$ cat src/gpio_mux_defines.svh
// offsets, field positions, reset values and timing counts of the pin function mux
`ifndef GPIO_MUX_DEFINES_SVH
`define GPIO_MUX_DEFINES_SVH
`define GPM_PINS 5
`define GPM_ADDR_W 8
`define GPM_CFG_BASE 8'h00
`define GPM_LEVELS_OFS 8'h14
`define GPM_STATUS_OFS 8'h18
`define GPM_MASK_OFS 8'h1C
`define GPM_FN_HI 4
`define GPM_FN_LO 0
`define GPM_LVL_BIT 6
`define GPM_DIR_BIT 15
`define GPM_DIR_RESET 1'b1
`define GPM_FN_RESET_PIN0 5'h00
`define GPM_FN_RESET_OTHER 5'h01
`define GPM_EVT_BITS 6
`define GPM_EVT_ACC 5
`define GPM_RESP_OKAY 2'h0
`define GPM_RESP_SLVERR 2'h2
`define GPM_CLK_PERIOD_PS 8000
`define GPM_PULSE_US 31
`define GPM_PULSE_CYCLES ((`GPM_PULSE_US * 1000000) / `GPM_CLK_PERIOD_PS)
`define GPM_PULSE_W 12
`endif

$ cat src/gpio_mux_pkg.sv
// types shared by the pin function mux
`default_nettype none
package gpio_mux_pkg;
   typedef enum logic [4:0] {
      FN_ALT_AUDIO = 5'h00,
      FN_LOGIC = 5'h01,
      FN_IRQ = 5'h03,
      FN_TEMP_SHUTDOWN = 5'h04,
      FN_ACC_DETECT = 5'h05,
      FN_LOOP1_LOCK = 5'h09,
      FN_LOOP2_LOCK = 5'h0A,
      FN_CONV1_LOCK = 5'h0B,
      FN_CONV2_LOCK = 5'h0C,
      FN_COMP1_DETECT = 5'h0D,
      FN_COMP2_DETECT = 5'h0F,
      FN_FIFO_ERROR = 5'h11,
      FN_SERVO_DONE = 5'h14,
      FN_LOOP1_CLOCK = 5'h15,
      FN_LOOP2_CLOCK = 5'h16
   } pin_function_code_t;
endpackage : gpio_mux_pkg
`default_nettype wire
$ cat src/gpio_function_select_mux.sv
// per-pin function multiplexer with axi4-lite register access and interrupt status
//
// Functional notes
// [RQ1] software sets each pin's direction bit to match its chosen function
// [RQ2] code 00h carries alternate audio lines: pin 0 first-if frame clock, others third-if
// [RQ3] code 01h as output drives the pin from its level bit
// [RQ4] code 01h as input: pin level readable back, edges raise events
// [RQ5] code 03h drives the interrupt request level onto the pin
// [RQ6] code 04h drives temperature shutdown state, 1 above the limit
// [RQ7] code 05h gives one 31 us pulse per accessory detect event
// [RQ8] code 09h drives first locked loop lock status
// [RQ9] code 0Ah drives second locked loop lock status
// [RQ10] code 0Bh drives first rate converter lock status
// [RQ11] code 0Ch drives second rate converter lock status
// [RQ12] code 0Dh drives first audio interface compressor signal detect
// [RQ13] code 0Fh drives second audio interface compressor signal detect
// [RQ14] code 11h drives the core fifo error flag
// [RQ15] code 14h drives headphone dc servo complete status
// [RQ16] codes 15h and 16h route first and second loop clocks out
// [RQ17] reserved codes are not used by software; pin output stays low, undriven
// [RQ18] every pin selects its function independently
`timescale 1ns/100ps
`default_nettype none
`include "gpio_mux_defines.svh"

module gpio_function_select_mux #(
   parameter int PULSE_CYCLES = `GPM_PULSE_CYCLES
) (
   input wire logic clk_in,
   input wire logic rst_n_in,
   input wire logic [`GPM_ADDR_W-1:0] s_axi_awaddr_in,
   input wire logic s_axi_awvalid_in,
   output logic s_axi_awready_out,
   input wire logic [31:0] s_axi_wdata_in,
   input wire logic [3:0] s_axi_wstrb_in,
   input wire logic s_axi_wvalid_in,
   output logic s_axi_wready_out,
   output logic [1:0] s_axi_bresp_out,
   output logic s_axi_bvalid_out,
   input wire logic s_axi_bready_in,
   input wire logic [`GPM_ADDR_W-1:0] s_axi_araddr_in,
   input wire logic s_axi_arvalid_in,
   output logic s_axi_arready_out,
   output logic [31:0] s_axi_rdata_out,
   output logic [1:0] s_axi_rresp_out,
   output logic s_axi_rvalid_out,
   input wire logic s_axi_rready_in,
   input wire logic [`GPM_PINS-1:0] pin_in,
   output logic [`GPM_PINS-1:0] pin_out,
   output logic [`GPM_PINS-1:0] pin_oe_out,
   input wire logic first_if_adc_frame_clock_in,
   input wire logic third_if_record_data_in,
   input wire logic third_if_frame_clock_in,
   input wire logic third_if_bit_clock_in,
   output logic third_if_playback_data_out,
   output logic third_if_frame_clock_out,
   output logic third_if_bit_clock_out,
   input wire logic irq_request_in,
   input wire logic temp_shutdown_in,
   input wire logic accessory_detect_in,
   input wire logic first_locked_loop_lock_in,
   input wire logic second_locked_loop_lock_in,
   input wire logic first_rate_converter_lock_in,
   input wire logic second_rate_converter_lock_in,
   input wire logic first_audio_interface_compressor_detect_in,
   input wire logic second_audio_interface_compressor_detect_in,
   input wire logic fifo_error_in,
   input wire logic servo_done_in,
   input wire logic first_locked_loop_clock_in,
   input wire logic second_locked_loop_clock_in,
   output logic irq_out
);

   localparam int N = `GPM_PINS;
   localparam int EV = `GPM_EVT_BITS;

   typedef struct packed {
      logic [N-1:0][4:0] pin_function_code;
      logic [N-1:0] pin_level_bit;
      logic [N-1:0] pin_direction_bit;
      logic [N-1:0] pin_prev;
      logic [EV-1:0] irq_status;
      logic [EV-1:0] irq_mask;
      logic [`GPM_PULSE_W-1:0] pulse_count;
      logic acc_pulse;
      logic [N-1:0] pin_drive;
      logic [N-1:0] pin_enable;
      logic [2:0] third_if_in;
      logic irq;
      logic aw_held;
      logic [`GPM_ADDR_W-1:0] aw_addr;
      logic w_held;
      logic [31:0] w_data;
      logic [3:0] w_strb;
      logic awready;
      logic wready;
      logic bvalid;
      logic [1:0] bresp;
      logic arready;
      logic rvalid;
      logic [1:0] rresp;
      logic [31:0] rdata;
   } state_t;

   state_t s;
   state_t next_s;
   logic rst_meta;
   logic rst_sync_n;

   ////////////////////////////////////////////////////////////////////////////////
   // reset release: asynchronous assert, two-flop synchronous release

   always_ff @(posedge clk_in or negedge rst_n_in) begin
      if (!rst_n_in) begin
         rst_meta <= 1'b0;
         rst_sync_n <= 1'b0;
      end else begin
         rst_meta <= 1'b1;
         rst_sync_n <= rst_meta;
      end
   end

   ////////////////////////////////////////////////////////////////////////////////
   // helpers

   // byte-lane merge so partial writes leave the other lanes alone
   function automatic logic [31:0] merge(input logic [31:0] old_v, input logic [31:0] new_v,
                                         input logic [3:0] strb);
      logic [31:0] r;
      r = old_v;
      for (int b = 0; b < 4; b++) begin
         if (strb[b]) begin
            r[8*b +: 8] = new_v[8*b +: 8];
         end
      end
      return r;
   endfunction : merge

   // index of the pin config word, or N when the address is not a config word
   function automatic int cfg_index(input logic [`GPM_ADDR_W-1:0] a);
      int r;
      r = N;
      for (int i = 0; i < N; i++) begin
         if (a == `GPM_CFG_BASE + `GPM_ADDR_W'(4 * i)) begin
            r = i;
         end
      end
      return r;
   endfunction : cfg_index

   function automatic logic mapped(input logic [`GPM_ADDR_W-1:0] a);
      return (cfg_index(a) != N) || (a == `GPM_LEVELS_OFS) || (a == `GPM_STATUS_OFS) ||
             (a == `GPM_MASK_OFS);
   endfunction : mapped

   ////////////////////////////////////////////////////////////////////////////////
   // next state

   always_comb begin
      logic [31:0] rd;
      logic [31:0] wr;
      logic [EV-1:0] events;
      logic [EV-1:0] clear;
      logic [N-1:0] alt_src;
      logic sel;
      int ci;
      rd = 32'h0000_0000;
      wr = 32'h0000_0000;
      events = '0;
      clear = '0;
      alt_src = {third_if_bit_clock_in, third_if_frame_clock_in, third_if_record_data_in, 1'b0,
                 first_if_adc_frame_clock_in};
      sel = 1'b0;
      ci = N;
      next_s = s;

      // write channel: address and data taken in either order
      if (s.awready && s_axi_awvalid_in) begin
         next_s.aw_held = 1'b1;
         next_s.aw_addr = s_axi_awaddr_in;
      end
      if (s.wready && s_axi_wvalid_in) begin
         next_s.w_held = 1'b1;
         next_s.w_data = s_axi_wdata_in;
         next_s.w_strb = s_axi_wstrb_in;
      end
      if (s.bvalid && s_axi_bready_in) begin
         next_s.bvalid = 1'b0;
      end

      if (s.aw_held && s.w_held && !s.bvalid) begin
         next_s.aw_held = 1'b0;
         next_s.w_held = 1'b0;
         next_s.bvalid = 1'b1;
         next_s.bresp = mapped(s.aw_addr) ? `GPM_RESP_OKAY : `GPM_RESP_SLVERR;
         ci = cfg_index(s.aw_addr);
         if (ci != N) begin
            wr = merge({16'h0000, s.pin_direction_bit[ci], 8'h00, s.pin_level_bit[ci], 1'b0,
                        s.pin_function_code[ci]}, s.w_data, s.w_strb);
            next_s.pin_function_code[ci] = wr[`GPM_FN_HI:`GPM_FN_LO];
            next_s.pin_level_bit[ci] = wr[`GPM_LVL_BIT];
            next_s.pin_direction_bit[ci] = wr[`GPM_DIR_BIT]; // [RQ1]
         end
         if (s.aw_addr == `GPM_MASK_OFS) begin
            wr = merge({26'h0000000, s.irq_mask}, s.w_data, s.w_strb);
            next_s.irq_mask = wr[EV-1:0];
         end
         if (s.aw_addr == `GPM_STATUS_OFS) begin
            wr = merge(32'h0000_0000, s.w_data, s.w_strb);
            clear = wr[EV-1:0];
         end
      end
      next_s.awready = !next_s.aw_held && !next_s.bvalid;
      next_s.wready = !next_s.w_held && !next_s.bvalid;

      // read channel: one read at a time, data one cycle after the address
      if (s.rvalid && s_axi_rready_in) begin
         next_s.rvalid = 1'b0;
      end
      if (s.arready && s_axi_arvalid_in) begin
         ci = cfg_index(s_axi_araddr_in);
         if (ci != N) begin
            // input pins read back the pin, outputs read back the stored level
            rd = {16'h0000, s.pin_direction_bit[ci], 8'h00,
                  s.pin_direction_bit[ci] ? s.pin_prev[ci] : s.pin_level_bit[ci], 1'b0,
                  s.pin_function_code[ci]}; // [RQ4]
         end else if (s_axi_araddr_in == `GPM_LEVELS_OFS) begin
            rd = {27'h0000000, s.pin_prev}; // [RQ4]
         end else if (s_axi_araddr_in == `GPM_STATUS_OFS) begin
            rd = {26'h0000000, s.irq_status};
         end else if (s_axi_araddr_in == `GPM_MASK_OFS) begin
            rd = {26'h0000000, s.irq_mask};
         end
         next_s.rdata = rd;
         next_s.rresp = mapped(s_axi_araddr_in) ? `GPM_RESP_OKAY : `GPM_RESP_SLVERR;
         next_s.rvalid = 1'b1;
      end
      next_s.arready = !next_s.rvalid;

      // events: edges on logic-level input pins and the accessory detect strobe
      next_s.pin_prev = pin_in;
      for (int i = 0; i < N; i++) begin
         events[i] = s.pin_direction_bit[i] && (s.pin_function_code[i] == gpio_mux_pkg::FN_LOGIC)
                     && (pin_in[i] != s.pin_prev[i]); // [RQ4]
      end
      events[`GPM_EVT_ACC] = accessory_detect_in;
      // a set arriving with its clear wins
      next_s.irq_status = (s.irq_status & ~clear) | events;
      next_s.irq = |(next_s.irq_status & next_s.irq_mask);

      // one pulse per detect; a new detect restarts the full width
      if (accessory_detect_in) begin
         next_s.acc_pulse = 1'b1;
         next_s.pulse_count = `GPM_PULSE_W'(PULSE_CYCLES - 1); // [RQ7]
      end else if (s.pulse_count != '0) begin
         next_s.pulse_count = s.pulse_count - `GPM_PULSE_W'(1);
      end else begin
         next_s.acc_pulse = 1'b0; // [RQ7]
      end

      // per-pin selection, each pin on its own code
      for (int i = 0; i < N; i++) begin // [RQ18]
         case (s.pin_function_code[i])
            gpio_mux_pkg::FN_ALT_AUDIO: sel = alt_src[i]; // [RQ2]
            gpio_mux_pkg::FN_LOGIC: sel = s.pin_level_bit[i]; // [RQ3]
            gpio_mux_pkg::FN_IRQ: sel = irq_request_in | s.irq; // [RQ5]
            gpio_mux_pkg::FN_TEMP_SHUTDOWN: sel = temp_shutdown_in; // [RQ6]
            gpio_mux_pkg::FN_ACC_DETECT: sel = next_s.acc_pulse; // [RQ7]
            gpio_mux_pkg::FN_LOOP1_LOCK: sel = first_locked_loop_lock_in; // [RQ8]
            gpio_mux_pkg::FN_LOOP2_LOCK: sel = second_locked_loop_lock_in; // [RQ9]
            gpio_mux_pkg::FN_CONV1_LOCK: sel = first_rate_converter_lock_in; // [RQ10]
            gpio_mux_pkg::FN_CONV2_LOCK: sel = second_rate_converter_lock_in; // [RQ11]
            gpio_mux_pkg::FN_COMP1_DETECT: sel = first_audio_interface_compressor_detect_in; // [RQ12]
            gpio_mux_pkg::FN_COMP2_DETECT: sel = second_audio_interface_compressor_detect_in; // [RQ13]
            gpio_mux_pkg::FN_FIFO_ERROR: sel = fifo_error_in; // [RQ14]
            gpio_mux_pkg::FN_SERVO_DONE: sel = servo_done_in; // [RQ15]
            // loop clocks are resampled here, so only loop clocks well below clk_in survive
            gpio_mux_pkg::FN_LOOP1_CLOCK: sel = first_locked_loop_clock_in; // [RQ16]
            gpio_mux_pkg::FN_LOOP2_CLOCK: sel = second_locked_loop_clock_in; // [RQ16]
            default: sel = 1'b0; // [RQ17]
         endcase
         next_s.pin_drive[i] = sel;
         // inputs and reserved codes leave the pin released
         next_s.pin_enable[i] = !s.pin_direction_bit[i] &&
                                mapped_fn(s.pin_function_code[i]); // [RQ17]
      end

      // third interface lines sampled from pins set as inputs
      next_s.third_if_in = {pin_in[4], pin_in[3], pin_in[1]} &
                           {s.pin_direction_bit[4], s.pin_direction_bit[3],
                            s.pin_direction_bit[1]}; // [RQ2]
   end

   function automatic logic mapped_fn(input logic [4:0] f);
      logic r;
      r = 1'b0;
      case (f)
         gpio_mux_pkg::FN_ALT_AUDIO, gpio_mux_pkg::FN_LOGIC, gpio_mux_pkg::FN_IRQ,
         gpio_mux_pkg::FN_TEMP_SHUTDOWN, gpio_mux_pkg::FN_ACC_DETECT,
         gpio_mux_pkg::FN_LOOP1_LOCK, gpio_mux_pkg::FN_LOOP2_LOCK,
         gpio_mux_pkg::FN_CONV1_LOCK, gpio_mux_pkg::FN_CONV2_LOCK,
         gpio_mux_pkg::FN_COMP1_DETECT, gpio_mux_pkg::FN_COMP2_DETECT,
         gpio_mux_pkg::FN_FIFO_ERROR, gpio_mux_pkg::FN_SERVO_DONE,
         gpio_mux_pkg::FN_LOOP1_CLOCK, gpio_mux_pkg::FN_LOOP2_CLOCK: r = 1'b1;
         default: r = 1'b0;
      endcase
      return r;
   endfunction : mapped_fn

   ////////////////////////////////////////////////////////////////////////////////
   // state register

   always_ff @(posedge clk_in or negedge rst_sync_n) begin
      if (!rst_sync_n) begin
         s <= '0;
         for (int i = 0; i < N; i++) begin
            s.pin_direction_bit[i] <= `GPM_DIR_RESET;
            s.pin_function_code[i] <= (i == 0) ? `GPM_FN_RESET_PIN0 : `GPM_FN_RESET_OTHER;
         end
      end else begin
         s <= next_s;
      end
   end

   ////////////////////////////////////////////////////////////////////////////////
   // outputs, each straight from the state register

   assign s_axi_awready_out = s.awready;
   assign s_axi_wready_out = s.wready;
   assign s_axi_bvalid_out = s.bvalid;
   assign s_axi_bresp_out = s.bresp;
   assign s_axi_arready_out = s.arready;
   assign s_axi_rvalid_out = s.rvalid;
   assign s_axi_rresp_out = s.rresp;
   assign s_axi_rdata_out = s.rdata;
   assign pin_out = s.pin_drive;
   assign pin_oe_out = s.pin_enable;
   assign third_if_playback_data_out = s.third_if_in[0];
   assign third_if_frame_clock_out = s.third_if_in[1];
   assign third_if_bit_clock_out = s.third_if_in[2];
   assign irq_out = s.irq;

endmodule : gpio_function_select_mux
`default_nettype wire

$ cat config.mk
export PLATFORM = sky130hd
export DESIGN_NAME = gpio_function_select_mux
export DESIGN_NICKNAME = d
export VERILOG_FILES = /design/src/gpio_mux_pkg.sv /design/src/gpio_function_select_mux.sv
export VERILOG_INCLUDE_DIRS = /design/src
export SDC_FILE = /design/constraint.sdc
export NUM_CORES = 1
export LEC_CHECK = 0
export ABC_AREA = 1
export BUFFER_PORTS_ARGS = -buffer_cell sky130_fd_sc_hd__buf_2
export CAP_MARGIN = 10
export CORE_ASPECT_RATIO = 2
export CORE_UTILIZATION = 55
export CTS_CLUSTER_SIZE = 25
export DETAILED_ROUTE_END_ITERATION = 8
export PLACE_DENSITY_LB_ADDON = 0.2
export SKIP_CTS_REPAIR_TIMING = 1
export SLEW_MARGIN = 15
export SYNTH_ARGS = -nofsm -noshare
export SYNTH_HDL_FRONTEND = slang
export SYNTH_SLANG_ARGS = --single-unit
$ cat constraint.sdc
create_clock -name clk_in -period 5 [get_ports clk_in]
set_input_delay 0.75 -clock clk_in [delete_from_list [all_inputs] [get_ports clk_in]]
set_output_delay 0.75 -clock clk_in [all_outputs]
set_load 0.005 [all_outputs]
## Word-level counts from Yosys, hierarchy flattened

Memory sizes are Yosys's and may differ from the RTL's.
Index checks and enable logic that the tools add are counted.

- Flip-flop bits (word level): 168
- Bits in latches: 0
- RAM bits: 0
- Bits in read-only memories: 160
- Bits of input ports: 81
- Output and inout port bits: 55
- Logic and storage cells: 263
- Memories: 5

- $add $sub $neg: 1
- $mul: 0
- Div/mod/pow operators: 0
- Order comparisons: 3
- Eq/ne operators: 91
- Shifts and indexed selects: 0
- Mux-type cells: 75
- Bitwise operators: 6
- Reductions and logical operators: 51

Memories:

| name | depth | bits a word | rd ports | clocked after Yosys merged registers in | wr ports | line | RTL |
|---|---|---|---|---|---|---|---|
| (no name shown) | 32 | 1 | 1 | 0 | 0 | gpio_function_select_mux.sv:297 | `case (f)` |
| (no name shown) | 32 | 1 | 1 | 0 | 0 | gpio_function_select_mux.sv:297 |  |
| (no name shown) | 32 | 1 | 1 | 0 | 0 | gpio_function_select_mux.sv:297 |  |
| (no name shown) | 32 | 1 | 1 | 0 | 0 | gpio_function_select_mux.sv:297 |  |
| (no name shown) | 32 | 1 | 1 | 0 | 0 | gpio_function_select_mux.sv:297 |  |

Operators by type and width:

| operator | count |
|---|---|
| $mux W32 | 10 |
| $eq A5 B4 Y1 const B | 30 |
| $eq A5 B5 Y1 const B | 20 |
| $eq A8 B5 Y1 const B | 8 |
| $lt A32 B5 Y1 const B | 2 |
| $ne A32 B4 Y1 const B | 2 |
| $pmux W1 S15 | 4 |
| $mux W6 | 9 |
| $eq A5 B3 Y1 const B | 10 |
| $mux W37 | 1 |
| $mux W35 | 1 |
| $eq A8 B4 Y1 const B | 4 |
| $ge A32 B1 Y1 const B | 1 |
| $bmux W5 S3 | 2 |
| $bwmux W25 | 1 |
| $eq A5 B1 Y1 const B | 5 |
| $eq A5 B2 Y1 const B | 5 |
| $logic_and A1 B1 Y1 | 25 |
| $mux W5 | 5 |
| $mux W8 | 3 |
| $mux W7 | 3 |
| $logic_not A5 Y1 | 4 |
| $mux W1 | 17 |
| $eq A8 B3 Y1 const B | 2 |
| 25 further kinds | 53 |

## Longest topological paths before layout

Gate-level depths: netlist of run 1.

- Word-level depth: 15
- Gate-level depth with buffers: 14
- Gate-level depth less buffers: 14

## Worst setup path after synthesis of run 1

OpenSTA, ideal clock, no wires.

- Path kind: input-to-reg
- Start: input port s_axi_araddr_in[7]
- End: register s (netlist bit s_axi_rdata_out[6])
- Setup time: 0.117 ns
- Arrival time: 1.811 ns
- Data required time: 4.883 ns
- Path slack: 3.072 ns
- Stages on the path: 12
- Buffers on the path: 1
- Cells stage by stage: nor2_1 > nand3b_1 > inv_2 > nand2_2 > nand2_4 > buf_6 > inv_1 > nor2_1 > nand3b_1 > nand3_1 > nand3_1 > nand2_1

- Word-level cells in the longest chain between the ends: 12
- Elaborated cells on any way between the ends: 23
- Classes of those cells: 5 x eq/ne; 17 x mux; 1 x reduce/logical

RTL lines:

| what | line | RTL |
|---|---|---|
| from (decl) | gpio_function_select_mux.sv:41 | `` input wire logic [`GPM_ADDR_W-1:0] s_axi_araddr_in, `` |
| $logic_not A8 Y1 | gpio_function_select_mux.sv:144 | `` if (a == `GPM_CFG_BASE + `GPM_ADDR_W'(4 * i)) begin `` |
| $mux W3 | gpio_function_select_mux.sv:144 |  |
| $mux W32 (3 in series) | gpio_function_select_mux.sv:144 |  |
| $mux W32 * | gpio_function_select_mux.sv:144 |  |
| $mux W32 * | gpio_function_select_mux.sv:220 | `if (s.arready && s_axi_arvalid_in) begin` |
| $bmux W1 S3 | gpio_function_select_mux.sv:225 | `s.pin_direction_bit[ci] ? s.pin_prev[ci] : s.pin_level_bit[ci], 1'b0,` |
| $mux W1 (implied by the code) (2 in series) | gpio_function_select_mux.sv:225 |  |
| $mux W1 | gpio_function_select_mux.sv:225 |  |
| $mux W16 * | gpio_function_select_mux.sv:222 | `if (ci != N) begin` |
| to (signal assigned) | gpio_function_select_mux.sv:321 | `s <= next_s;` |
| to (decl) | gpio_function_select_mux.sv:105 | `state_t s;` |

Mark *: on every way between the ends. The rest lies on a longest branch, timed or not. The select of a mux whose other input is x is not followed.
A chain may end at the register's enable or synchronous reset.

==> impl_metrics.xml, run 1 <==
<?xml version="1.0" encoding="UTF-8"?>
<metrics>
  <group name="run_status">
    <metric name="run_status" unit="">finished clean</metric>
  </group>
  <group name="die">
    <metric name="height_of_the_chip" unit="um">161.7</metric>
    <metric name="io-pin-count" unit="">136</metric>
    <metric name="fp-row-count" unit="">58</metric>
    <metric name="die_width" unit="um">81.84</metric>
    <metric name="initial_util" unit="%">56.17</metric>
    <metric name="design.die.area" unit="um^2">13230</metric>
    <metric name="core_region_area" unit="um^2">12480</metric>
  </group>
  <group name="logic_synthesis">
    <metric name="post_synth_instance_area" unit="um^2">7012</metric>
    <metric name="synth_async_sr_flop_share" unit="%">100.0</metric>
    <metric name="synth_seq_cells" unit="">116</metric>
    <metric name="synth_largest_type_area_fraction" unit="%">38.19</metric>
    <metric name="synth_cell_type_count" unit="">47</metric>
    <metric name="mean_instance_size_in_the_synthesized_netlist" unit="um^2">7.206</metric>
    <metric name="synthCells" unit="">973</metric>
    <metric name="post_synth_main_area_contributors" unit="">sky130_fd_sc_hd__dfrtp_1 38%, sky130_fd_sc_hd__nand2_1 15%, sky130_fd_sc_hd__inv_1 5.7%, sky130_fd_sc_hd__buf_4 5.2%, sky130_fd_sc_hd__nand3_1 4.6%</metric>
    <metric name="post_synthesis_sequential_area_ratio" unit="%">41.56</metric>
    <metric name="synth-main-ff-cell" unit="">sky130_fd_sc_hd__dfrtp_1</metric>
    <metric name="synth-edff-count" unit="">0</metric>
    <metric name="synth-warning-count" unit="">0</metric>
    <metric name="netlist.top_cell.by_area" unit="">sky130_fd_sc_hd__dfrtp_1</metric>
  </group>
  <group name="setup_path">
    <metric name="start_kind" unit="">flop</metric>
    <metric name="worstPathArrival" unit="ns">2.67</metric>
    <metric name="wp_data_required" unit="ns">5.30</metric>
    <metric name="reg2reg_slack" unit="ns">2.64</metric>
    <metric name="rr_endpoint" unit="">irq_out$_DFF_PN0_</metric>
    <metric name="timing.critical_path.fanout_max" unit="">12</metric>
    <metric name="setup.worst_path.start" unit="">s_axi_bvalid_out$_DFF_PN0_</metric>
    <metric name="worst_setup_path_class" unit="">flop to flop</metric>
    <metric name="end_kind" unit="">flop</metric>
    <metric name="reg2reg_start" unit="">s_axi_bvalid_out$_DFF_PN0_</metric>
    <metric name="reg2regPathDepth" unit="">10</metric>
  </group>
  <group name="cts">
    <metric name="cts_sinks" unit="">116</metric>
    <metric name="cts_htree_levels" unit="">4</metric>
    <metric name="worstSkewPairLatency" unit="ns">0.42</metric>
    <metric name="clock_path_buffers" unit="">2</metric>
    <metric name="cts_tree" unit="">yes</metric>
    <metric name="cts_made_buffers" unit="">17</metric>
    <metric name="clock_slew_at_the_register_clock_pins_of_the_worst_setup_and_hold_paths" unit="ns">0.06</metric>
    <metric name="clk_root_buffer_cell" unit="">sky130_fd_sc_hd__clkbuf_16</metric>
  </group>
  <group name="layout">
    <metric name="footprint_of_the_multi_input_gates" unit="um^2">3301</metric>
    <metric name="antenna_cells" unit="">0</metric>
    <metric name="final_core_utilization" unit="%">62.79</metric>
    <metric name="areaGrowthSynthToFinish" unit="%">11.78</metric>
    <metric name="layout_commonest_cell" unit="">sky130_fd_sc_hd__nand2_1</metric>
    <metric name="ff_latch_area" unit="um^2">2918</metric>
    <metric name="top_library_cells_by_usage_in_the_layout_fill_and_taps_aside" unit="">286 x sky130_fd_sc_hd__nand2_1, 107 x sky130_fd_sc_hd__inv_1, 106 x sky130_fd_sc_hd__dfrtp_1</metric>
    <metric name="layout.cell_area.non_filler" unit="um^2">7838</metric>
    <metric name="filler_cell_count_in_the_final_layout" unit="">1173</metric>
    <metric name="layout.nets" unit="">1117</metric>
    <metric name="fin_cells" unit="">1198</metric>
    <metric name="post_route_cells_drive_above_1_share" unit="%">16.60</metric>
  </group>
  <group name="power_and_ir_drop">
    <metric name="power_switching_share" unit="%">37.31</metric>
    <metric name="final_power" unit="mW">3.429</metric>
    <metric name="combinationalPowerShare" unit="%">25.6</metric>
    <metric name="internal_power" unit="mW">2.149</metric>
    <metric name="power.density" unit="nW/um^2">437.5</metric>
    <metric name="total_leakage_power" unit="nW">3.848</metric>
    <metric name="netSwitchingPower" unit="mW">1.279</metric>
    <metric name="seq_power_share" unit="%">40.7</metric>
    <metric name="power.clock.fraction" unit="%">33.7</metric>
    <metric name="vdd_ir_max" unit="uV">331.4</metric>
  </group>
  <group name="sta">
    <metric name="tns" unit="ns">0</metric>
    <metric name="setup_viol" unit="">0</metric>
    <metric name="layout_min_cycle_time" unit="ns">2.363</metric>
    <metric name="setup_ws" unit="ns">2.637</metric>
    <metric name="fmax" unit="MHz">423.1</metric>
    <metric name="final_hold_viol_count" unit="">0</metric>
    <metric name="worstMarginPinSlew" unit="ns">0.7463</metric>
    <metric name="hold_ws" unit="ns">0.1070</metric>
    <metric name="timing.final.max_slew_violations" unit="">0</metric>
    <metric name="fin_crit_sh" unit="%">47.27</metric>
    <metric name="grt_setup_unrepaired" unit="">no</metric>
    <metric name="timing.max_slew.rel_slack" unit="%">50.06</metric>
    <metric name="timing.clock.skew" unit="ns">0.007682</metric>
  </group>
  <group name="route">
    <metric name="num_vias" unit="">6774</metric>
    <metric name="remaining_drc_errors" unit="">0</metric>
    <metric name="drtPass1Iterations" unit="">7</metric>
    <metric name="drt_iter0_markers" unit="">720</metric>
    <metric name="avgRoutedWirePerCell" unit="um">17.06</metric>
    <metric name="drt-total-wl" unit="um">20440</metric>
    <metric name="antenna_violating_nets_post_route" unit="">0</metric>
    <metric name="route.detailed.vias_per_inst" unit="">5.654</metric>
  </group>
  <group name="placed_design">
    <metric name="dpl.hpwl" unit="um">15260</metric>
    <metric name="placement.cell_area" unit="um^2">7272</metric>
    <metric name="numPlacedInstances" unit="">1166</metric>
    <metric name="weighted_congestion_at_the_end_of_routability_driven_global_placement" unit="">1.057</metric>
    <metric name="port-buffer-count" unit="">83</metric>
    <metric name="pre_cts_ws" unit="ns">2.546</metric>
  </group>
  <group name="grt">
    <metric name="antenna_found_initial" unit="">0</metric>
    <metric name="grt_start_max_net_pins" unit="">59</metric>
    <metric name="grt_pass1_wl" unit="um">32040</metric>
    <metric name="grt.total_usage" unit="%">33.22</metric>
    <metric name="overflow" unit="">0</metric>
    <metric name="grt_pass1_vias" unit="">6374</metric>
  </group>
  <group name="min_path">
    <metric name="hold_path.class" unit="">input port to asynchronous set/reset pin</metric>
  </group>
  <group name="run">
    <metric name="max_cap_violations" unit="">0</metric>
  </group>
</metrics>
final cells by class:
type                            instances  area share [%]
Multi-Input combinational cell        698           42.11
Tap cell                              150           2.395
Clock buffer                           21           5.875
Timing Repair Buffer                   84           5.396
Sequential cell                       116           37.23
Inverter                              118           5.651
Clock inverter                         11           1.341
critical path, stage by stage (launching register included):
cell and delay [ns]:
sky130_fd_sc_hd__dfrtp_1 0.38, sky130_fd_sc_hd__inv_1 0.08, sky130_fd_sc_hd__nand3_2 0.30, sky130_fd_sc_hd__inv_2 0.22, sky130_fd_sc_hd__nand4_1 0.57, sky130_fd_sc_hd__nor2_1 0.34
sky130_fd_sc_hd__a21oi_2 0.07, sky130_fd_sc_hd__nand2_1 0.11, sky130_fd_sc_hd__nand2_1 0.05, sky130_fd_sc_hd__nor2_1 0.07, sky130_fd_sc_hd__nand2_1 0.06
worst max-delay path by stage:
stage / end / slack (ns) / cells past startpoint
6_report: irq_out$_DFF_PN0_ / 2.64 / 10
5_1_grt: irq_out$_DFF_PN0_ / 2.43 / 10
4_1_cts: irq_out$_DFF_PN0_ / 2.64 / 10
3_5_place_dp: s_axi_rdata_out[6]$_DFFE_PN0P_ / 2.55 / 11
3_3_place_gp: s_axi_rdata_out[6]$_DFFE_PN0P_ / 2.56 / 11
2_1_floorplan: irq_out$_DFF_PN0_ / 1.54 / 0
cells in the mapped netlist (all sizes together) (5+ instances only):
library cell  number
nor3              34
nand3             66
nand2            298
a21oi             36
o21ai             57
o211ai            16
a31oi              8
inv              117
or2                5
a211oi             7
buf               52
dfrtp            107
nor4               5
nor2              95
nand4             12
clkbuf            14
o221ai             5
o22ai              9
dfstp              9
power by group through the flow:
stage                     combinational [mW]  clock (mW)  sequential [mW]
final                                  0.878        1.16             1.40
after global routing                   0.993        1.20             1.42
after CTS                              0.869        1.17             1.39
after detailed placement               0.860           0             1.40
after global placement                 0.845           0             1.40
after floorplan                        0.693           0             1.30
sequential cells by signal (all words and copies together), names as in the netlist:
register / count
s: 85
s_axi_rdata_out: 8
pin_oe_out: 5
pin_out: 5
irq_out: 1
rst_meta: 1
rst_sync_n: 1
s_axi_arready_out: 1
s_axi_awready_out: 1
s_axi_bresp_out: 1
s_axi_bvalid_out: 1
s_axi_rresp_out: 1
s_axi_rvalid_out: 1
s_axi_wready_out: 1
third_if_bit_clock_out: 1
third_if_frame_clock_out: 1
third_if_playback_data_out: 1
routing by layer:
layer	routed length [um]	vias to the layer above	share of wire (%)	global-route usage (%)
met5	0	-	0	0
met4	1591	0	7.8	23.92
met3	1253	109	6.1	6.236
met2	10410	339	51	55.52
met1	7189	3101	35	36.29
li1	-	3225	-	-
cell families (layout without fill, tap and decap cells):
family / Yosys count / after routing / share of synthesized area [%]
xor gates and xnor gates: 5 / 5 / 0.6247
buffers and inverters: 184 / 234 / 12.71
AOI/OAI and AO/OA: 148 / 148 / 12.81
and+or+nand+nor: 517 / 517 / 32.01
adders and majority gates: 1 / 1 / 0.1784
other: 2 / 27 / 0.1071
DFF: 116 / 116 / 41.56
No activity file was read; power rests on OpenSTA's default activity.
==> run 2: changes to the inputs <==
Clock period 5 ns to 2.4 ns, I/O delays scaled along.
==> run 2 against run 1 <==
  * Largest cell class unchanged
  * Global-route usage shrank 0.13 points
  * Sequential share of layout area shrank 0.38 points
  * Register-to-register slack lost 2.3 ns
  * First-iteration DRC count shrank 0.14%
  * Final cell count grew 0.58%
  * Power grew 110%
==> impl_metrics.xml, run 2 (synthesized netlist as in run 1, its figures left out) <==
<?xml version="1.0" encoding="UTF-8"?>
<metrics>
  <group name="layout">
    <metric name="top_library_cells_by_usage_in_the_layout_fill_and_taps_aside" unit="">286 x sky130_fd_sc_hd__nand2_1, 107 x sky130_fd_sc_hd__inv_1, 106 x sky130_fd_sc_hd__dfrtp_1</metric>
    <metric name="registers.top_by_ff_count" unit="">s</metric>
    <metric name="final_core_utilization" unit="%">63.43</metric>
    <metric name="post_route_cells_drive_above_1_share" unit="%">17.25</metric>
    <metric name="areaGrowthSynthToFinish" unit="%">12.92</metric>
    <metric name="filler_cell_count_in_the_final_layout" unit="">1214</metric>
    <metric name="ff_latch_area" unit="um^2">2918</metric>
    <metric name="footprint_of_the_multi_input_gates" unit="um^2">3301</metric>
    <metric name="antenna_cells" unit="">0</metric>
    <metric name="layout.nets" unit="">1124</metric>
    <metric name="largest_register_ff_count" unit="">85</metric>
    <metric name="layout_commonest_cell" unit="">sky130_fd_sc_hd__nand2_1</metric>
  </group>
  <group name="setup_path">
    <metric name="list_of_cells_traversed_by_the_critical_path" unit="">inv_1, nand2_1, nor2_2, nand3_1, nand2_2, nand2_1, o211ai_1, nand2_1, nand2_1, nand2_1, nand2_1, nand2_1</metric>
    <metric name="timing.critical_path.fanout_max" unit="">12</metric>
    <metric name="worst_setup_path_class" unit="">flop to flop</metric>
    <metric name="worstPathArrival" unit="ns">2.37</metric>
    <metric name="critical-path-top-cell-by-count" unit="">sky130_fd_sc_hd__nand2_1</metric>
    <metric name="critical-path-max-stage-delay" unit="ns">0.36</metric>
    <metric name="crit_path_top_delay_cell" unit="">sky130_fd_sc_hd__dfrtp_1</metric>
    <metric name="critical-path-top-delay-family" unit="">simple AND/OR/NAND/NOR gates</metric>
    <metric name="start_kind" unit="">flop</metric>
    <metric name="end_kind" unit="">flop</metric>
    <metric name="worst-path-buf-inv" unit="">1</metric>
    <metric name="wp_data_required" unit="ns">2.71</metric>
  </group>
  <group name="route">
    <metric name="antenna_violating_nets_post_route" unit="">0</metric>
    <metric name="detail_route.wirelength.met1" unit="um">7289</metric>
    <metric name="drt-total-wl" unit="um">20490</metric>
    <metric name="avgRoutedWirePerCell" unit="um">17.00</metric>
    <metric name="remaining_drc_errors" unit="">0</metric>
    <metric name="routed-wl-met2" unit="um">10540</metric>
    <metric name="drt_iter0_markers" unit="">719</metric>
    <metric name="route.detailed.vias_per_inst" unit="">5.652</metric>
    <metric name="highest-signal-layer" unit="">met4</metric>
    <metric name="drtPass1Iterations" unit="">5</metric>
    <metric name="detailroute.wirelength.met3" unit="um">1068</metric>
    <metric name="num_vias" unit="">6811</metric>
  </group>
  <group name="placed_design">
    <metric name="port-buffer-count" unit="">83</metric>
    <metric name="dpl.hpwl" unit="um">15270</metric>
    <metric name="weighted_congestion_at_the_end_of_routability_driven_global_placement" unit="">1.063</metric>
  </group>
  <group name="sta">
    <metric name="timing.final.max_slew_violations" unit="">0</metric>
    <metric name="grt_setup_unrepaired" unit="">no</metric>
    <metric name="fmax" unit="MHz">486.8</metric>
    <metric name="fin_crit_sh" unit="%">85.59</metric>
    <metric name="hold_ws" unit="ns">0.07771</metric>
    <metric name="tns" unit="ns">0</metric>
    <metric name="final_hold_viol_count" unit="">0</metric>
    <metric name="timing.clock.skew" unit="ns">0.006708</metric>
    <metric name="setup_viol" unit="">0</metric>
    <metric name="timing.max_slew.rel_slack" unit="%">52.21</metric>
    <metric name="layout_min_cycle_time" unit="ns">2.054</metric>
    <metric name="worstMarginPinSlew" unit="ns">0.7168</metric>
  </group>
  <group name="die">
    <metric name="design.die.area" unit="um^2">13230</metric>
    <metric name="core_region_area" unit="um^2">12480</metric>
    <metric name="fp-row-count" unit="">58</metric>
    <metric name="io-pin-count" unit="">136</metric>
    <metric name="height_of_the_chip" unit="um">161.7</metric>
    <metric name="die_width" unit="um">81.84</metric>
    <metric name="initial_util" unit="%">56.17</metric>
  </group>
  <group name="cts">
    <metric name="cts_tree" unit="">yes</metric>
    <metric name="cts_sinks" unit="">116</metric>
    <metric name="clock_path_buffers" unit="">2</metric>
    <metric name="cts_htree_levels" unit="">4</metric>
    <metric name="clock_slew_at_the_register_clock_pins_of_the_worst_setup_and_hold_paths" unit="ns">0.06</metric>
    <metric name="worstSkewPairLatency" unit="ns">0.42</metric>
    <metric name="clk_root_buffer_cell" unit="">sky130_fd_sc_hd__clkbuf_16</metric>
    <metric name="cts_made_buffers" unit="">17</metric>
  </group>
  <group name="grt">
    <metric name="grt_pass1_wl" unit="um">32340</metric>
    <metric name="grt_start_max_net_pins" unit="">58</metric>
    <metric name="overflow" unit="">0</metric>
    <metric name="antenna_found_initial" unit="">0</metric>
    <metric name="grt.total_usage" unit="%">33.09</metric>
    <metric name="grt_pass1_vias" unit="">6536</metric>
  </group>
  <group name="run">
    <metric name="max_cap_violations" unit="">0</metric>
  </group>
  <group name="min_path">
    <metric name="hold_path.class" unit="">input port to flop</metric>
  </group>
  <group name="power_and_ir_drop">
    <metric name="vdd_ir_max" unit="uV">625.8</metric>
    <metric name="power.density" unit="nW/um^2">914.2</metric>
    <metric name="total_leakage_power" unit="nW">3.902</metric>
  </group>
  <group name="run_status">
    <metric name="run_status" unit="">finished clean</metric>
  </group>
</metrics>
==> run 2: cell count changes in the layout (fill, tap and decap cells not counted) <==
| cell | delta |
|---|---|
| sky130_fd_sc_hd__buf_12 | +1 |
| sky130_fd_sc_hd__inv_6 | +2 |
| sky130_fd_sc_hd__clkinvlp_4 | -2 |
| sky130_fd_sc_hd__dlygate4sd3_1 | +1 |
| sky130_fd_sc_hd__clkinv_4 | +2 |
| sky130_fd_sc_hd__buf_4 | +5 |
| sky130_fd_sc_hd__clkbuf_1 | -2 |
==> run 2: cell type report <==
cell class	count	area share, %
inverters	118	5.594
repair buffers	91	6.195
clock inverters	13	1.580
flip-flops and latches	116	36.85
multi-input cells	698	41.69
well taps	150	2.370
clock buffers	19	5.721
==> run 2: through the flow <==
stage               setup slack (ns)  instance area [um^2]  instances  total power, mW
global route                  0.1797                  7918       1205            7.610
finish                        0.3457                  7918       1205            7.238
global placement              0.3526                  7330       1172            4.699
floorplan                     0.4706                  7107        998            4.156
CTS                           0.4011                  7908       1204            7.218
detailed placement            0.3419                  7330       1172            4.732
==> run 2: power breakdown <==
| part | total (mW) | leakage (nW) | internal (mW) | switching, mW |
|---|---|---|---|---|
| clock | 2.47 | 0.280 | 1.49 | 0.978 |
| sequential | 2.89 | 1.37 | 2.42 | 0.471 |
| combinational | 1.88 | 2.25 | 0.595 | 1.29 |
==> run 2: path summary, 6_finish.rpt <==
| kind | slack (ns) | cells after the start | to | from |
|---|---|---|---|---|
| min in group asynchronous | 0.25 | 2 | rst_sync_n$_DFF_PN0_ | rst_n_in |
| worst max-delay path | 0.35 | 12 | s[142]$_DFFE_PN0P_ | s[84]$_DFFE_PN0P_ |
| worst min-delay path | 0.08 | 1 | s[128]$_DFF_PN0_ | pin_in[2] |
| worst max register to register | 0.35 | 12 | s[142]$_DFFE_PN0P_ | s[84]$_DFFE_PN0P_ |
| worst min register to register | 0.30 | 1 | s[165]$_DFFE_PN0P_ | rst_sync_n$_DFF_PN0_ |
| max in group asynchronous | 1.41 | 1 | s[107]$_DFFE_PN0P_ | rst_sync_n$_DFF_PN0_ |
==> run 2: layer usage <==
metal	track usage (%)	up-vias
li1	-	3245
met1	34.81	3153
met2	56.50	299
met3	6.236	114
met4	24.16	0
met5	0	-
==> run 3: changes to the inputs <==
Settings changed: GPL_TIMING_DRIVEN from default to 0, RECOVER_POWER from default to 50.
==> run 3 against run 2 <==
  * Worst hold slack improved by 0.0051 ns
  * Highest routed layer unchanged
  * Largest cell class unchanged
  * Clock power increased by 4%
  * Global-route usage increased by 3.3 points
  * Sequential power decreased by 2%
  * Utilization increased by 3.3 points
  * Clock skew increased by 0.0029 ns
  * Wire length increased by 9.0%
  * Final area increased by 5.3%
  * Setup slack improved by 0.015 ns
  * Maximum frequency increased by 0.74%
  * Count of clock-buffer cells in the layout unchanged
  * Die area unchanged
==> impl_metrics.xml, run 3 (synthesized netlist as in run 1, its figures left out) <==
<?xml version="1.0" encoding="UTF-8"?>
<metrics>
  <group name="sta">
    <metric name="timing.max_slew.rel_slack" unit="%">19.08</metric>
    <metric name="layout_min_cycle_time" unit="ns">2.039</metric>
    <metric name="tns" unit="ns">0</metric>
    <metric name="final_hold_viol_count" unit="">0</metric>
    <metric name="fmax" unit="MHz">490.4</metric>
    <metric name="worstMarginPinSlew" unit="ns">1.214</metric>
    <metric name="setup_viol" unit="">0</metric>
    <metric name="fin_crit_sh" unit="%">84.96</metric>
    <metric name="grt_setup_unrepaired" unit="">no</metric>
    <metric name="timing.clock.skew" unit="ns">0.009588</metric>
    <metric name="hold_ws" unit="ns">0.08278</metric>
    <metric name="timing.final.max_slew_violations" unit="">0</metric>
  </group>
  <group name="grt">
    <metric name="antenna_found_initial" unit="">0</metric>
    <metric name="grt_pass1_vias" unit="">6936</metric>
    <metric name="grt.total_usage" unit="%">36.39</metric>
    <metric name="grt_pass1_wl" unit="um">35080</metric>
    <metric name="overflow" unit="">0</metric>
    <metric name="grt_start_max_net_pins" unit="">62</metric>
  </group>
  <group name="power_and_ir_drop">
    <metric name="power.density" unit="nW/um^2">907.1</metric>
    <metric name="power_switching_share" unit="%">37.43</metric>
    <metric name="seq_power_share" unit="%">37.5</metric>
    <metric name="netSwitchingPower" unit="mW">2.829</metric>
    <metric name="vdd_ir_max" unit="uV">791.2</metric>
    <metric name="combinationalPowerShare" unit="%">28.5</metric>
    <metric name="power.clock.fraction" unit="%">34.1</metric>
    <metric name="total_leakage_power" unit="nW">4.140</metric>
    <metric name="internal_power" unit="mW">4.730</metric>
  </group>
  <group name="die">
    <metric name="height_of_the_chip" unit="um">161.7</metric>
    <metric name="io-pin-count" unit="">136</metric>
    <metric name="initial_util" unit="%">56.17</metric>
    <metric name="design.die.area" unit="um^2">13230</metric>
    <metric name="die_width" unit="um">81.84</metric>
    <metric name="fp-row-count" unit="">58</metric>
    <metric name="core_region_area" unit="um^2">12480</metric>
  </group>
  <group name="setup_path">
    <metric name="start_kind" unit="">flop</metric>
    <metric name="worst_setup_path_class" unit="">flop to flop</metric>
    <metric name="reg2reg_start" unit="">s[84]$_DFFE_PN0P_</metric>
    <metric name="worstPathArrival" unit="ns">2.34</metric>
    <metric name="end_kind" unit="">flop</metric>
    <metric name="wp_data_required" unit="ns">2.70</metric>
    <metric name="cp-endpoint" unit="">irq_out$_DFF_PN0_</metric>
    <metric name="reg2regPathDepth" unit="">12</metric>
    <metric name="setup.worst_path.start" unit="">s[84]$_DFFE_PN0P_</metric>
    <metric name="reg2reg_slack" unit="ns">0.36</metric>
    <metric name="rr_endpoint" unit="">irq_out$_DFF_PN0_</metric>
    <metric name="timing.critical_path.fanout_max" unit="">5</metric>
  </group>
  <group name="cts">
    <metric name="cts_sinks" unit="">116</metric>
    <metric name="cts_htree_levels" unit="">4</metric>
    <metric name="clock_path_buffers" unit="">2</metric>
    <metric name="cts_made_buffers" unit="">17</metric>
    <metric name="cts_tree" unit="">yes</metric>
    <metric name="worstSkewPairLatency" unit="ns">0.42</metric>
    <metric name="clock_slew_at_the_register_clock_pins_of_the_worst_setup_and_hold_paths" unit="ns">0.06</metric>
    <metric name="clk_root_buffer_cell" unit="">sky130_fd_sc_hd__clkbuf_16</metric>
  </group>
  <group name="route">
    <metric name="antenna_violating_nets_post_route" unit="">0</metric>
    <metric name="drt_iter0_markers" unit="">622</metric>
    <metric name="num_vias" unit="">7112</metric>
    <metric name="avgRoutedWirePerCell" unit="um">17.67</metric>
    <metric name="drt-total-wl" unit="um">22330</metric>
    <metric name="route.detailed.vias_per_inst" unit="">5.627</metric>
    <metric name="remaining_drc_errors" unit="">0</metric>
    <metric name="drtPass1Iterations" unit="">6</metric>
  </group>
  <group name="min_path">
    <metric name="hold_path_depth" unit="">1</metric>
    <metric name="hold_path.class" unit="">input port to flop</metric>
  </group>
  <group name="layout">
    <metric name="top_library_cells_by_usage_in_the_layout_fill_and_taps_aside" unit="">286 x sky130_fd_sc_hd__nand2_1, 107 x sky130_fd_sc_hd__inv_1, 106 x sky130_fd_sc_hd__dfrtp_1</metric>
    <metric name="antenna_cells" unit="">0</metric>
    <metric name="largest_register_ff_count" unit="">85</metric>
    <metric name="post_route_cells_drive_above_1_share" unit="%">19.48</metric>
    <metric name="filler_cell_count_in_the_final_layout" unit="">1141</metric>
    <metric name="layout.nets" unit="">1183</metric>
    <metric name="areaGrowthSynthToFinish" unit="%">18.86</metric>
    <metric name="layout_commonest_cell" unit="">sky130_fd_sc_hd__nand2_1</metric>
    <metric name="layout.cell_area.non_filler" unit="um^2">8334</metric>
    <metric name="registers.top_by_ff_count" unit="">s</metric>
  </group>
  <group name="placed_design">
    <metric name="port-buffer-count" unit="">82</metric>
    <metric name="dpl.hpwl" unit="um">16890</metric>
    <metric name="placement.cell_area" unit="um^2">7735</metric>
    <metric name="weighted_congestion_at_the_end_of_routability_driven_global_placement" unit="">0.9868</metric>
  </group>
  <group name="run_status">
    <metric name="run_status" unit="">finished clean</metric>
  </group>
  <group name="run">
    <metric name="max_cap_violations" unit="">0</metric>
  </group>
</metrics>
[run 3: cell count changes in the layout (fill, tap and decap cells not counted), sizes merged]
cell	before	now
inv	120	121
buf	90	128
clkbuf	19	40
clkinv	8	4
bufinv	1	2
clkinvlp	2	4
[run 3: area by class of cell]
type,instances,area (um^2),share of cell area [%]
Clock buffer,19,452.9,5.435
Timing Repair Buffer,84,439.2,5.269
Clock inverter,13,147.6,1.772
Inverter,118,442.9,5.315
Sequential cell,116,2915,34.98
Multi-Input combinational cell,698,3301,39.60
Buffer,66,447.9,5.375
Tap cell,150,187.7,2.252
[run 3: layer usage]
metal / up-vias / wire length (um) / global-route usage, % / share of wire, %
li1: 3369 / - / - / -
met5: - / 0 / 0 / 0
met1: 3235 / 7637 / 37.98 / 34
met4: 0 / 2072 / 29.98 / 9.3
met3: 144 / 1397 / 7.191 / 6.3
met2: 364 / 11220 / 60.59 / 50
[run 3: metrics by stage]
| step | cells | power [mW] | util (%) | setup WS (ns) |
|---|---|---|---|---|
| 2_1_floorplan | 998 | 4.156 | - | 0.4706 |
| 3_3_place_gp | 1230 | 4.911 | 61.73 | -0.1997 |
| 3_5_place_dp | 1231 | 4.951 | 61.97 | 0.4154 |
| 4_1_cts | 1263 | 7.543 | 66.78 | 0.3919 |
| 5_1_grt | 1264 | 7.972 | 66.77 | 0.1645 |
| 6_report | 1264 | 7.560 | 66.77 | 0.3609 |
[run 3: worst min path at each step]
stage	from	end	slack, ns
after floorplan	rst_n_in	rst_meta$_DFF_PN0_	0.06
after global placement	rst_n_in	rst_meta$_DFF_PN0_	0.15
after detailed placement	rst_n_in	rst_meta$_DFF_PN0_	0.15
after CTS	rst_n_in	rst_sync_n$_DFF_PN0_	-0.29
after global routing	pin_in[2]	s[128]$_DFF_PN0_	0.1
final	pin_in[2]	s[128]$_DFF_PN0_	0.08
[run 3: critical path: stages, from the launching register on]
cell,delay [ns]
sky130_fd_sc_hd__dfrtp_1,0.36
sky130_fd_sc_hd__inv_1,0.06
sky130_fd_sc_hd__nand2_1,0.11
sky130_fd_sc_hd__nor2_2,0.21
sky130_fd_sc_hd__nand3_1,0.09
sky130_fd_sc_hd__nor2_1,0.30
sky130_fd_sc_hd__nand2_1,0.20
sky130_fd_sc_hd__o21ai_0,0.18
sky130_fd_sc_hd__o21ai_0,0.14
sky130_fd_sc_hd__nand2_1,0.08
sky130_fd_sc_hd__nand2_1,0.05
sky130_fd_sc_hd__nor2_1,0.07
sky130_fd_sc_hd__nand2_1,0.07
[run 3: power groups by stage]
stage | registers (mW) | clock network, mW | logic, mW
2_1_floorplan | 2.71 | 0 | 1.44
3_3_place_gp | 2.86 | 0 | 2.05
3_5_place_dp | 2.85 | 0 | 2.10
4_1_cts | 2.82 | 2.60 | 2.13
5_1_grt | 2.87 | 2.69 | 2.42
6_report | 2.83 | 2.58 | 2.15
